===== src/core/lin_cmd_pkg.sv =====
package lin_cmd_pkg;
    // ------------------------------------------------------------
    // frame identifiers and command bytes
    // ------------------------------------------------------------
    localparam logic [5:0] ID_DIAG = 6'h3C;
    localparam logic [5:0] ID_GENERAL = 6'h10;
    localparam logic [7:0] APP_CMD_BYTE = 8'h80;
    localparam logic [7:0] CMD_RESTORE = 8'h87;
    localparam logic [7:0] CMD_REF_RUN = 8'h88;
    localparam logic [7:0] CMD_PARAM = 8'h89;
    localparam logic [7:0] CMD_OTP = 8'h90;
    localparam logic [7:0] FILL_BYTE = 8'hFF;
    localparam logic [4:0] OTP_ADDR_ONES = 5'h1F;
    localparam int BROAD_BIT = 7;

    // ------------------------------------------------------------
    // frame data layout: data1 in the top byte, data8 in the bottom
    // ------------------------------------------------------------
    localparam int FRAME_BYTES = 8;
    localparam int FRAME_BITS = 64;
    typedef logic [FRAME_BITS-1:0] frame_t;

    // ------------------------------------------------------------
    // ram parameter reset values
    // ------------------------------------------------------------
    localparam logic [3:0] RST_RUN_CURRENT = 4'h0;
    localparam logic [3:0] RST_HOLD_CURRENT = 4'h0;
    localparam logic [3:0] RST_MAX_VELOCITY = 4'h1;
    localparam logic [3:0] RST_MIN_VELOCITY = 4'h1;
    localparam logic [10:0] RST_SECURE_POSITION = 11'h400;
    localparam logic RST_DIRECTION_INVERT = 1'b0;
    localparam logic [3:0] RST_ACCELERATION = 4'h0;
    localparam logic RST_ACCEL_SHAPE = 1'b0;
    localparam logic [1:0] RST_MICROSTEP = 2'h0;

    // ------------------------------------------------------------
    // otp programming
    // ------------------------------------------------------------
    localparam int OTP_BYTES = 8;
    localparam logic [3:0] ZAP_CYCLES = 4'h8;

    // ------------------------------------------------------------
    // reference run states (gray along idle-first-second)
    // ------------------------------------------------------------
    typedef enum logic [1:0] {
        RUN_IDLE = 2'b00,
        RUN_FIRST = 2'b01,
        RUN_SECOND = 2'b11,
        RUN_LOCKED = 2'b10
    } run_state_e;

    // ------------------------------------------------------------
    // master command kinds and apb register map
    // ------------------------------------------------------------
    typedef enum logic [1:0] {
        KIND_RESTORE = 2'b00,
        KIND_REF_RUN = 2'b01,
        KIND_PARAM = 2'b11,
        KIND_OTP = 2'b10
    } cmd_kind_e;

    localparam logic [7:0] REG_CMD = 8'h00;
    localparam logic [7:0] REG_ARG = 8'h04;
    localparam logic [7:0] REG_ARG2 = 8'h08;
    localparam logic [7:0] REG_STATUS = 8'h0C;
    localparam int CMD_START_BIT = 31;
    localparam int CMD_NODE_LSB = 8;
    localparam int CMD_BROAD_BIT = 7;
endpackage


===== src/core/lin_frame_if.sv =====
interface lin_frame_if;
    import lin_cmd_pkg::*;
    logic frame_valid;
    logic frame_ready;
    logic [5:0] frame_id;
    frame_t frame_data;

    modport master (output frame_valid, output frame_id, output frame_data, input frame_ready);
    modport slave (input frame_valid, input frame_id, input frame_data, output frame_ready);
endinterface


===== src/core/motor_cmd_slave.sv =====
module motor_cmd_slave (
    input wire logic pclk,
    input wire logic presetn,
    lin_frame_if.slave link,
    input wire logic [6:0] physical_address,
    input wire logic [15:0] actual_position,
    input wire logic target_reached,
    input wire logic positioning_request,
    output logic positioning_grant,
    output logic [3:0] run_current,
    output logic [3:0] hold_current,
    output logic [3:0] max_velocity,
    output logic [3:0] min_velocity,
    output logic [10:0] secure_position,
    output logic direction_invert,
    output logic [3:0] acceleration,
    output logic accel_shape,
    output logic [1:0] microstep_resolution,
    output logic restore_done,
    output logic reference_run_active,
    output logic reference_lockup,
    output logic [15:0] reference_target,
    output logic [3:0] reference_max_velocity,
    output logic [3:0] reference_min_velocity,
    output logic reference_constant_speed,
    output logic otp_busy,
    output logic [7:0] otp_zapped,
    output logic [lin_cmd_pkg::FRAME_BITS-1:0] otp_image
);
    import lin_cmd_pkg::*;

    // ------------------------------------------------------------
    // frame decode
    // ------------------------------------------------------------
    logic [7:0] d [FRAME_BYTES];
    logic ready_reg;
    logic taken;
    logic is_diag;
    logic [7:0] addr_byte;
    logic addressed;
    logic hit_restore;
    logic hit_run;
    logic hit_param;
    logic hit_otp;

    genvar gi;
    generate
        for (gi = 0; gi < FRAME_BYTES; gi++) begin : g_bytes
            assign d[gi] = link.frame_data[FRAME_BITS-1-8*gi -: 8];
        end
    endgenerate

    assign taken = link.frame_valid && ready_reg;
    assign is_diag = (link.frame_id == ID_DIAG) && (d[0] == APP_CMD_BYTE);
    assign addr_byte = is_diag ? d[2] : d[1];
    assign addressed = !addr_byte[BROAD_BIT] || (addr_byte[6:0] == physical_address);
    assign hit_restore = taken && addressed && (link.frame_id != ID_DIAG)
        && (d[0] == CMD_RESTORE);
    assign hit_run = taken && addressed && is_diag && (d[1] == CMD_REF_RUN);
    assign hit_param = taken && addressed && is_diag && (d[1] == CMD_PARAM);
    assign hit_otp = taken && addressed && is_diag && (d[1] == CMD_OTP)
        && (d[3][7:3] == OTP_ADDR_ONES) && (d[5] == FILL_BYTE)
        && (d[6] == FILL_BYTE) && (d[7] == FILL_BYTE);

    // ------------------------------------------------------------
    // ram parameters
    // ------------------------------------------------------------
    always_ff @(posedge pclk or negedge presetn) begin
        if (!presetn) begin
            run_current <= RST_RUN_CURRENT;
            hold_current <= RST_HOLD_CURRENT;
            max_velocity <= RST_MAX_VELOCITY;
            min_velocity <= RST_MIN_VELOCITY;
            secure_position <= RST_SECURE_POSITION;
            direction_invert <= RST_DIRECTION_INVERT;
            acceleration <= RST_ACCELERATION;
            accel_shape <= RST_ACCEL_SHAPE;
            microstep_resolution <= RST_MICROSTEP;
        end else if (hit_restore) begin
            // actual and target positions live in the controller and are not touched here; secure_position is reset
            run_current <= RST_RUN_CURRENT;
            hold_current <= RST_HOLD_CURRENT;
            max_velocity <= RST_MAX_VELOCITY;
            min_velocity <= RST_MIN_VELOCITY;
            secure_position <= RST_SECURE_POSITION;
            direction_invert <= RST_DIRECTION_INVERT;
            acceleration <= RST_ACCELERATION;
            accel_shape <= RST_ACCEL_SHAPE;
            microstep_resolution <= RST_MICROSTEP;
        end else if (hit_param) begin
            // applied at once, even during a motion
            run_current <= d[3][7:4];
            hold_current <= d[3][3:0];
            max_velocity <= d[4][7:4];
            min_velocity <= d[4][3:0];
            secure_position <= {d[5][7:5], d[6]};
            direction_invert <= d[5][4];
            acceleration <= d[5][3:0];
            accel_shape <= d[7][4];
            microstep_resolution <= d[7][3:2];
        end
    end

    always_ff @(posedge pclk or negedge presetn) begin
        if (!presetn) begin
            restore_done <= 1'b0;
        end else begin
            restore_done <= hit_restore;
        end
    end

    // ------------------------------------------------------------
    // reference run sequencer
    // ------------------------------------------------------------
    run_state_e run_state_reg;
    logic [15:0] second_target_reg;

    always_ff @(posedge pclk or negedge presetn) begin
        if (!presetn) begin
            run_state_reg <= RUN_IDLE;
            reference_target <= 16'h0000;
            second_target_reg <= 16'h0000;
            reference_max_velocity <= 4'h0;
            reference_min_velocity <= 4'h0;
            reference_constant_speed <= 1'b0;
        end else begin
            case (run_state_reg)
                RUN_IDLE: begin
                    if (hit_run) begin
                        reference_target <= {d[4], d[5]};
                        second_target_reg <= {d[6], d[7]};
                        reference_max_velocity <= d[3][7:4];
                        reference_min_velocity <= d[3][3:0];
                        reference_constant_speed <= 1'b0;
                        if (actual_position == {d[4], d[5]}) begin
                            run_state_reg <= RUN_LOCKED;
                        end else begin
                            run_state_reg <= RUN_FIRST;
                        end
                    end
                end
                RUN_FIRST: begin
                    if (target_reached) begin
                        if (second_target_reg == reference_target) begin
                            run_state_reg <= RUN_LOCKED;
                        end else begin
                            reference_target <= second_target_reg;
                            reference_constant_speed <= 1'b1;
                            run_state_reg <= RUN_SECOND;
                        end
                    end
                end
                RUN_SECOND: begin
                    if (target_reached) begin
                        reference_constant_speed <= 1'b0;
                        run_state_reg <= RUN_IDLE;
                    end
                end
                RUN_LOCKED: begin
                    run_state_reg <= RUN_LOCKED;
                end
                default: begin
                    run_state_reg <= RUN_IDLE;
                end
            endcase
        end
    end

    always_ff @(posedge pclk or negedge presetn) begin
        if (!presetn) begin
            reference_run_active <= 1'b0;
            reference_lockup <= 1'b0;
        end else begin
            reference_run_active <= (run_state_reg == RUN_FIRST) || (run_state_reg == RUN_SECOND);
            reference_lockup <= (run_state_reg == RUN_LOCKED);
        end
    end

    // other positioning commands are held off while the run is underway
    always_ff @(posedge pclk or negedge presetn) begin
        if (!presetn) begin
            positioning_grant <= 1'b0;
        end else begin
            positioning_grant <= positioning_request && (run_state_reg == RUN_IDLE) && !hit_run;
        end
    end

    // ------------------------------------------------------------
    // otp program and zap
    // ------------------------------------------------------------
    logic [7:0] otp_mem [OTP_BYTES];
    logic [3:0] zap_count_reg;

    generate
        for (gi = 0; gi < OTP_BYTES; gi++) begin : g_otp
            always_ff @(posedge pclk or negedge presetn) begin
                if (!presetn) begin
                    otp_mem[gi] <= 8'h00;
                    otp_zapped[gi] <= 1'b0;
                end else if (hit_otp && (d[3][2:0] == 3'(gi)) && !otp_zapped[gi]) begin
                    otp_mem[gi] <= d[4];
                    otp_zapped[gi] <= 1'b1;
                end
            end
            assign otp_image[FRAME_BITS-1-8*gi -: 8] = otp_mem[gi];
        end
    endgenerate

    always_ff @(posedge pclk or negedge presetn) begin
        if (!presetn) begin
            zap_count_reg <= 4'h0;
            otp_busy <= 1'b0;
        end else if (hit_otp) begin
            zap_count_reg <= ZAP_CYCLES;
            otp_busy <= 1'b1;
        end else if (zap_count_reg != 4'h0) begin
            zap_count_reg <= zap_count_reg - 4'h1;
            otp_busy <= (zap_count_reg != 4'h1);
        end
    end

    // ------------------------------------------------------------
    // link handshake: one frame per ready cycle, stalled while zapping
    // ------------------------------------------------------------
    always_ff @(posedge pclk or negedge presetn) begin
        if (!presetn) begin
            ready_reg <= 1'b0;
        end else begin
            ready_reg <= !hit_otp && !(otp_busy && zap_count_reg != 4'h1) && !taken;
        end
    end

    assign link.frame_ready = ready_reg;
endmodule


===== src/flat_wrapper.sv =====
// flat-port wrapper written by rule: the top's interface ports become plain ports
module motor_cmd_slave_flat import lin_cmd_pkg::*;
  (pclk, presetn, physical_address, actual_position, target_reached, positioning_request, positioning_grant, run_current, hold_current, max_velocity, min_velocity, secure_position, direction_invert, acceleration, accel_shape, microstep_resolution, restore_done, reference_run_active, reference_lockup, reference_target, reference_max_velocity, reference_min_velocity, reference_constant_speed, otp_busy, otp_zapped, otp_image, link_frame_valid, link_frame_id, link_frame_data, link_frame_ready);
  lin_frame_if link_i ();
  input wire logic pclk;
  input wire logic presetn;
  input wire logic [6:0] physical_address;
  input wire logic [15:0] actual_position;
  input wire logic target_reached;
  input wire logic positioning_request;
  output logic positioning_grant;
  output logic [3:0] run_current;
  output logic [3:0] hold_current;
  output logic [3:0] max_velocity;
  output logic [3:0] min_velocity;
  output logic [10:0] secure_position;
  output logic direction_invert;
  output logic [3:0] acceleration;
  output logic accel_shape;
  output logic [1:0] microstep_resolution;
  output logic restore_done;
  output logic reference_run_active;
  output logic reference_lockup;
  output logic [15:0] reference_target;
  output logic [3:0] reference_max_velocity;
  output logic [3:0] reference_min_velocity;
  output logic reference_constant_speed;
  output logic otp_busy;
  output logic [7:0] otp_zapped;
  output logic [lin_cmd_pkg::FRAME_BITS-1:0] otp_image;
  input wire logic [$bits(link_i.frame_valid)-1:0] link_frame_valid;
  input wire logic [$bits(link_i.frame_id)-1:0] link_frame_id;
  input wire logic [$bits(link_i.frame_data)-1:0] link_frame_data;
  output wire logic [$bits(link_i.frame_ready)-1:0] link_frame_ready;
  assign link_i.frame_valid = link_frame_valid;
  assign link_i.frame_id = link_frame_id;
  assign link_i.frame_data = link_frame_data;
  assign link_frame_ready = link_i.frame_ready;
  motor_cmd_slave u_core (.pclk(pclk), .presetn(presetn), .link(link_i), .physical_address(physical_address), .actual_position(actual_position), .target_reached(target_reached), .positioning_request(positioning_request), .positioning_grant(positioning_grant), .run_current(run_current), .hold_current(hold_current), .max_velocity(max_velocity), .min_velocity(min_velocity), .secure_position(secure_position), .direction_invert(direction_invert), .acceleration(acceleration), .accel_shape(accel_shape), .microstep_resolution(microstep_resolution), .restore_done(restore_done), .reference_run_active(reference_run_active), .reference_lockup(reference_lockup), .reference_target(reference_target), .reference_max_velocity(reference_max_velocity), .reference_min_velocity(reference_min_velocity), .reference_constant_speed(reference_constant_speed), .otp_busy(otp_busy), .otp_zapped(otp_zapped), .otp_image(otp_image));
endmodule

===== config.mk =====
export PLATFORM = sky130hd
export DESIGN_NAME = motor_cmd_slave_flat
export DESIGN_NICKNAME = d
export VERILOG_FILES = /design/src/core/lin_cmd_pkg.sv /design/src/core/lin_frame_if.sv /design/src/core/motor_cmd_slave.sv /design/src/flat_wrapper.sv
export SDC_FILE = /design/constraint.sdc
export NUM_CORES = 1
export LEC_CHECK = 0
export BUFFER_PORTS_ARGS = -buffer_cell sky130_fd_sc_hd__buf_2
export CAP_MARGIN = 10
export CELL_PAD_IN_SITES_DETAIL_PLACEMENT = 1
export CELL_PAD_IN_SITES_GLOBAL_PLACEMENT = 1
export CORE_UTILIZATION = 40
export DETAILED_ROUTE_END_ITERATION = 10
export PLACE_DENSITY = 0.76
export SETUP_SLACK_MARGIN = 0.1
export SYNTH_ARGS = -nofsm -noshare
export SYNTH_HDL_FRONTEND = slang
export SYNTH_SLANG_ARGS = --single-unit

===== constraint.sdc =====
create_clock -name pclk -period 3.1 [get_ports pclk]
set_input_delay 0.465 -clock pclk [delete_from_list [all_inputs] [get_ports pclk]]
set_output_delay 0.465 -clock pclk [all_outputs]
set_load 0.1 [all_outputs]

==> results.json, run 1 <==
{
  "status": "finished, final reports clean",
  "drc": 0,
  "grt_pass1_wl_um": 35400,
  "chain_of_cells_forming_the_critical_path": "buf_2, or3_1, or4_4, or4_4, or4_4, nor4b_4, buf_4, clkbuf_16, mux2_4",
  "antenna_left": 0,
  "grt.overflow.total": 0,
  "clockBufferDepth": 2,
  "yosysSeqAreaShare_pct": 56.7,
  "synth_fa_ha_area_share_pct": 1.24,
  "crit_start": "link_frame_data[57]",
  "detailroute.via_count": 5584,
  "timing.critical_path.to_type": "flop",
  "timing.setup.tns_ns": 0,
  "core_region_area_um2": 17300,
  "timing.critical_path.buf_inv": 3,
  "critical-path-max-stage-delay_ns": 0.53,
  "share_of_cells_above_drive_strength_1_pct": 51.4,
  "cts_hold_buf": 0,
  "synth_top_cells_by_area": "dfrtp_1 56%, mux2_2 13%, xor2_1 4.8%, a22o_1 4.0%, mux2i_1 2.4%",
  "mappedNetlistArea_um2": 7070,
  "first_global_vias": 6035,
  "grt_use_met3_pct": 6.31,
  "finClkSkew_ns": 0.0112,
  "tightest_slew_ns": 0.977,
  "synth.area.mux_share_pct": 17.0,
  "report.final.setup_viol": 0,
  "path_delay_family": "simple AND/OR/NAND/NOR gates",
  "dp.final_hpwl_um": 16600,
  "yosys_warnings": 0,
  "synthToLayoutAreaGrowth_pct": 34.9,
  "global_route.usage.total_pct": 26.3,
  "buffer_ports.inserted": 235,
  "grt.met2_usage_pct": 44.0,
  "clock_insertion_delay_worst_skew_ns": 0.43,
  "fin_worst_hold_slack_ns": 0.0687,
  "final.min_clock_period_ns": 2.97,
  "total_leakage_power_nw": 5.10,
  "worst_vdd_drop_mv": 0.613,
  "synth_enable_flop_cells": 0,
  "globalplace.congestion": 0.852,
  "detail_route.vias_per_cell": 5.42,
  "filler_cell_count": 1837,
  "layout.core_utilization_pct": 55.2,
  "fin_ws_ns": 0.134,
  "yosysUniqueCellTypes": 46,
  "maxCapViolCount": 0,
  "timing.hold.worst.class": "in -> async",
  "syn_area_cell_um2": 13.3,
  "crit_slowest_cell": "or4_4",
  "tritoncts": "built",
  "antenna_diode_count": 0,
  "std_cell_rows": 48,
  "grtUsageMet1_pct": 33.0,
  "start_util_pct": 40.9,
  "rsz_0062_raised_after_global_routing": "true",
  "fmaxAchievable_ghz": 0.337,
  "largest_register_ffs": 64,
  "detail_route.first_pass.iterations": 4,
  "grt_most_used_layer": "met2",
  "timing.final.max_slew_violations": 0,
  "initialDrtViolationCount": 227,
  "grt_max_degree": 73,
  "timing.max_slew.rel_slack_pct": 34.7,
  "fp.dieW_um": 135,
  "report.final.hold_viol_count": 0,
  "share_of_synthesized_cell_area_in_and_or_nand_and_nor_gates_pct": 9.17,
  "initial_antenna_violation_count": 0,
  "h_tree_levels": 4,
  "post-synth-top-area-fraction_pct": 55.6,
  "fp.dieH_um": 135,
  "ys_ff_latch": 160,
  "worstPathArrival_ns": 3.27,
  "detail_route.wirelength_um": 23100,
  "io_pins": 236,
  "synth-async-reset-ratio_pct": 100,
  "timing.critical_path.required_ns": 3.41,
  "critPathMaxFanout": 5,
  "start_kind": "primary input",
  "syn-instance-count": 533,
  "pre_cts_slack_ns": -0.314,
  "synth_top_family_by_area": "multiplexers",
  "ys.flop_type": "dfrtp_1",
  "detailed_place.area_um2": 8820,
  "clock_sinks": 160,
  "path_clk_slew_ns": 0.07,
  "synth_area_leader_cell": "dfrtp_1",
  "area_occupied_by_multi_input_gates_um2": 3030,
  "period_share_pct": 95.7,
  "synthXorXnorAreaFrac_pct": 5.82,
  "power_density_nw_per_um2": 730,
  "mappedNetlistNets": 638,
  "finalNetCount": 898,
  "finish.instance_area_um2": 9540,
  "wl_per_cell_um": 22.4,
  "path_class": "in -> reg",
  "synthesized_area_fraction_occupied_by_ao_oa_aoi_and_oai_cells_pct": 8.04,
  "cts_made_buffers": 17,
  "cts-root-buf": "clkbuf_16",
  "die-area_um2": 18200,
  "regToRegStartpoint": "u_core.link.frame_ready",
  "timing.critical_path.mode_cell": "or4_4",
  "seq_area_um2": 4010
}
==> kinds of logic (layout without fill, tap and decap cells) <==
kind of cell               count (synthesis)  after routing
DFF                                      160            160
muxes                                    106            106
and+or+nand+nor                           98             98
AOI/OAI and AO/OA                         79             79
xor gates and xnor gates                  47             47
buffers and inverters                     36            309
adders and majority gates                  7              7
==> per-layer routing <==
metal / part of all wire, % / up-vias
met5: 0 / -
met4: 2.0 / 0
met3: 6.7 / 28
met2: 49 / 212
met1: 42 / 2888
li1: - / 2456
==> path summary, 6_finish.rpt <==
kind / endpoint / slack, ns / cells past startpoint
setup / recovery: u_core.otp_image[12] / 0.13 / 9
hold / removal: u_core.positioning_grant / 0.07 / 1
setup reg to reg: u_core.otp_image[12] / 0.52 / 7
hold reg to reg: u_core.microstep_resolution[0] / 0.50 / 1
max in group asynchronous: u_core.zap_count_reg[2] / 2.24 / 2
min in group pclk: u_core.positioning_grant / 0.24 / 3
==> Yosys cell counts, types with 2 or more instances <==
library cell	instances
a211oi_1	2
a21oi_1	22
a22o_1	32
a31oi_1	16
clkbuf_1	24
dfrtp_1	157
dfstp_2	3
ha_1	7
inv_1	9
mux2_2	81
mux2_4	8
mux2i_1	17
nand2_1	9
nand2b_1	9
nand3_1	5
nand4_1	11
nor2_1	16
nor3_1	11
nor4_1	10
nor4b_4	3
or2_2	5
or3_1	3
or4_1	2
or4_2	3
or4_4	2
xnor2_1	8
xor2_1	39
==> metrics by stage <==
step / instances / power [mW]
final: 1031 / 6.97
after global routing: 1031 / 7.20
after CTS: 1029 / 7.00
after detailed placement: 997 / 4.64
after global placement: 997 / 4.58
after floorplan: 533 / 4.06
==> final cells by class <==
| cell class | count | area share (%) |
|---|---|---|
| Sequential cell | 160 | 42.0 |
| Multi-Input combinational cell | 337 | 31.8 |
| Timing Repair Buffer | 268 | 15.9 |
| Clock buffer | 21 | 4.83 |
| Tap cell | 225 | 2.95 |
| Clock inverter | 11 | 2.10 |
| Inverter | 9 | 0.354 |
==> power by group <==
part / total, mW / internal (mW) / switching [mW]
registers: 2.38 / 2.25 / 0.137
clock network: 2.35 / 1.48 / 0.869
logic: 2.23 / 0.528 / 1.71
==> layout by cell type (no fill, tap or decap), types with 4 or more instances in the layout <==
cell type	synthesis	routed
a31oi_1	16	16
nand2_1	9	9
nor2_1	16	16
mux2i_1	17	17
mux2_4	8	26
clkbuf_16	0	18
nand3_1	5	4
or2_2	5	5
nor4_1	10	10
dfrtp_1	157	156
nor3_1	11	10
buf_12	0	5
xnor2_1	8	8
inv_1	9	9
buf_4	0	26
nand2b_1	9	9
nand4_1	11	11
xor2_1	39	39
mux2_2	81	63
nor4b_4	3	4
ha_1	7	7
buf_2	1	233
a21oi_1	22	21
bufinv_16	0	5
a22o_1	32	32
==> what timing repair did <==
action                                  CTS  global route
endpoints found under the setup margin    0             8
gates resized for setup                   0             6
buffers inserted                          0             1
Note: power is estimated with default switching activity, not from simulation.
==> run 2: changes to the inputs <==
- CORE_UTILIZATION: 40 -> 43
- PLACE_DENSITY: 0.76 -> 0.82
- clock period: 3.1 -> 3.45 ns (I/O delays scaled with it)
==> run 2 against run 1 <==
Cell area down 3.5%. Sequential cell count unchanged. Power down 14%.
==> results.json, run 2 (synthesis gave the netlist of run 1 again) <==
{
  "antenna_diode_count": 0,
  "clockBufferDepth": 2,
  "tritoncts": "built",
  "global_route.usage.total_pct": 27.8,
  "seq_area_um2": 4010,
  "cts_hold_buf": 0,
  "worst_vdd_drop_mv": 0.526,
  "status": "finished, final reports clean",
  "layout.cells.most_common": "buf_2",
  "r2r_slack_ns": 0.82,
  "critical-path-max-stage-delay_ns": 0.60,
  "postCtsSetupRepairBufs": 0,
  "clock_insertion_delay_worst_skew_ns": 0.43,
  "drc": 0,
  "period_share_pct": 89.5,
  "timing.max_slew.rel_slack_pct": 34.7,
  "dp_cells": 977,
  "h_tree_levels": 4,
  "grt.overflow.total": 0,
  "buffer_ports.inserted": 235,
  "antenna_left": 0,
  "critPathMaxFanout": 9,
  "report.final.hold_viol_count": 0,
  "final.min_clock_period_ns": 3.09,
  "filler_cell_count": 1733,
  "fp.dieH_um": 130,
  "core_region_area_um2": 15900,
  "share_of_cells_above_drive_strength_1_pct": 50.4,
  "finalNetCount": 885,
  "rsz_0062_raised_after_global_routing": "false",
  "io_pins": 236,
  "maxCapViolCount": 0,
  "fmaxAchievable_ghz": 0.324,
  "first_global_vias": 6065,
  "path_clk_slew_ns": 0.07,
  "most-common-layout-cells": "234 x buf_2, 157 x dfrtp_1, 81 x mux2_2, 39 x xor2_1, 32 x a22o_1",
  "path_class": "in -> reg",
  "total_leakage_power_nw": 4.95,
  "timing.critical_path.required_ns": 3.75,
  "grt_most_used_layer": "met2",
  "grt.met2_usage_pct": 49.0,
  "report.final.setup_viol": 0,
  "timing.critical_path.buf_inv": 2,
  "detail_route.wirelength_um": 22900,
  "synthToLayoutAreaGrowth_pct": 30.2,
  "start_util_pct": 44.3,
  "detailroute.via_count": 5553,
  "tightest_slew_ns": 0.977,
  "path_delay_family": "simple AND/OR/NAND/NOR gates",
  "crit_slowest_cell": "or4_4",
  "timing.critical_path.to_type": "flop",
  "grtUsageMet1_pct": 32.1,
  "fin_ws_ns": 0.363,
  "wl_per_cell_um": 22.7,
  "globalplace.congestion": 0.834,
  "worstPathArrival_ns": 3.38,
  "start_kind": "primary input",
  "largest_register_ffs": 64,
  "finClkSkew_ns": 0.00891,
  "std_cell_rows": 46,
  "power_density_nw_per_um2": 647,
  "grt_max_degree": 83,
  "total_power_mw": 5.96,
  "initialDrtViolationCount": 279,
  "final-instance-count-excl-fill": 1009,
  "grt_pass1_wl_um": 34400,
  "cts-root-buf": "clkbuf_16",
  "clock_sinks": 160,
  "detailed_place.area_um2": 8630,
  "timing.final.max_slew_violations": 0,
  "timing.critical_path.mode_cell": "or4_4",
  "dp.final_hpwl_um": 16300,
  "detail_route.first_pass.iterations": 4,
  "finish.instance_area_um2": 9210,
  "timing.hold.worst.class": "in -> async",
  "die-area_um2": 17000,
  "cts_made_buffers": 17,
  "grt_use_met3_pct": 8.08,
  "pre_cts_slack_ns": -0.0344,
  "initial_antenna_violation_count": 0,
  "fp.dieW_um": 130,
  "area_occupied_by_multi_input_gates_um2": 2950,
  "detail_route.vias_per_cell": 5.50,
  "chain_of_cells_forming_the_critical_path": "buf_2, or3_1, or4_1, or4_4, or4_4, nor4b_4, buf_4, mux2_2",
  "postCtsResizedCells": 0
}
## run 2: cell types whose count changed in the layout (fill, tap and decap cells not counted), moves of 2 or more
cell / change
bufinv_16: -4
clkinv_2: +2
mux2_2: +18
mux2_4: -18
buf_4: -9
clkbuf_1: -2
buf_12: -2
buf_6: -2
clkinvlp_4: +2
## run 2: power by group
part / internal, mW / total (mW) / switching (mW)
Sequential: 2.02 / 2.15 / 0.128
Clock: 1.02 / 1.83 / 0.810
Combinational: 0.450 / 1.98 / 1.53
## run 2: final timing paths
kind / start / end / depth (start not counted)
max in group asynchronous: presetn / u_core.run_state_reg[0] / 2
min in group pclk: positioning_request / u_core.positioning_grant / 3
worst max register to register: u_core.link.frame_ready / u_core.otp_image[51] / 7
worst min-delay path: presetn / u_core.otp_busy / 1
worst min register to register: u_core.acceleration[0] / u_core.acceleration[0] / 1
worst max-delay path: link_frame_data[57] / u_core.otp_image[22] / 8
## run 2: routing by layer
metal,up-vias,share of wire [%]
li1,2436,-
met1,2880,40
met2,207,51
met3,30,6.9
met4,0,2.3
met5,-,0
## run 2: metrics by stage
step | TNS (ns) | hold slack [ns] | utilization, %
finish | 0 | 0.131 | 57.7
global route | 0 | 0.177 | 57.7
CTS | 0 | 0.159 | 57.7
detailed placement | -0.361 | 0.487 | 54.2
global placement | 0 | 0.484 | 54.2
floorplan | 0 | 0.222 | -
## run 2: layout make-up
| type | instances | share of cell area, % |
|---|---|---|
| Clock buffer | 18 | 4.77 |
| Clock inverter | 14 | 1.45 |
| Inverter | 9 | 0.367 |
| Multi-Input combinational cell | 337 | 32.1 |
| Sequential cell | 160 | 43.5 |
| Tap cell | 216 | 2.94 |
| Timing Repair Buffer | 255 | 14.9 |
## run 2: worst reg2reg max path, stage by stage (launching register included)
cell and delay [ns]:
dfrtp_1 0.34, nand2_1 0.11, or3_1 0.38, or4_2 0.59, nor3_2 0.26, buf_4 0.21
nand2_1 0.26, mux2_2 0.38
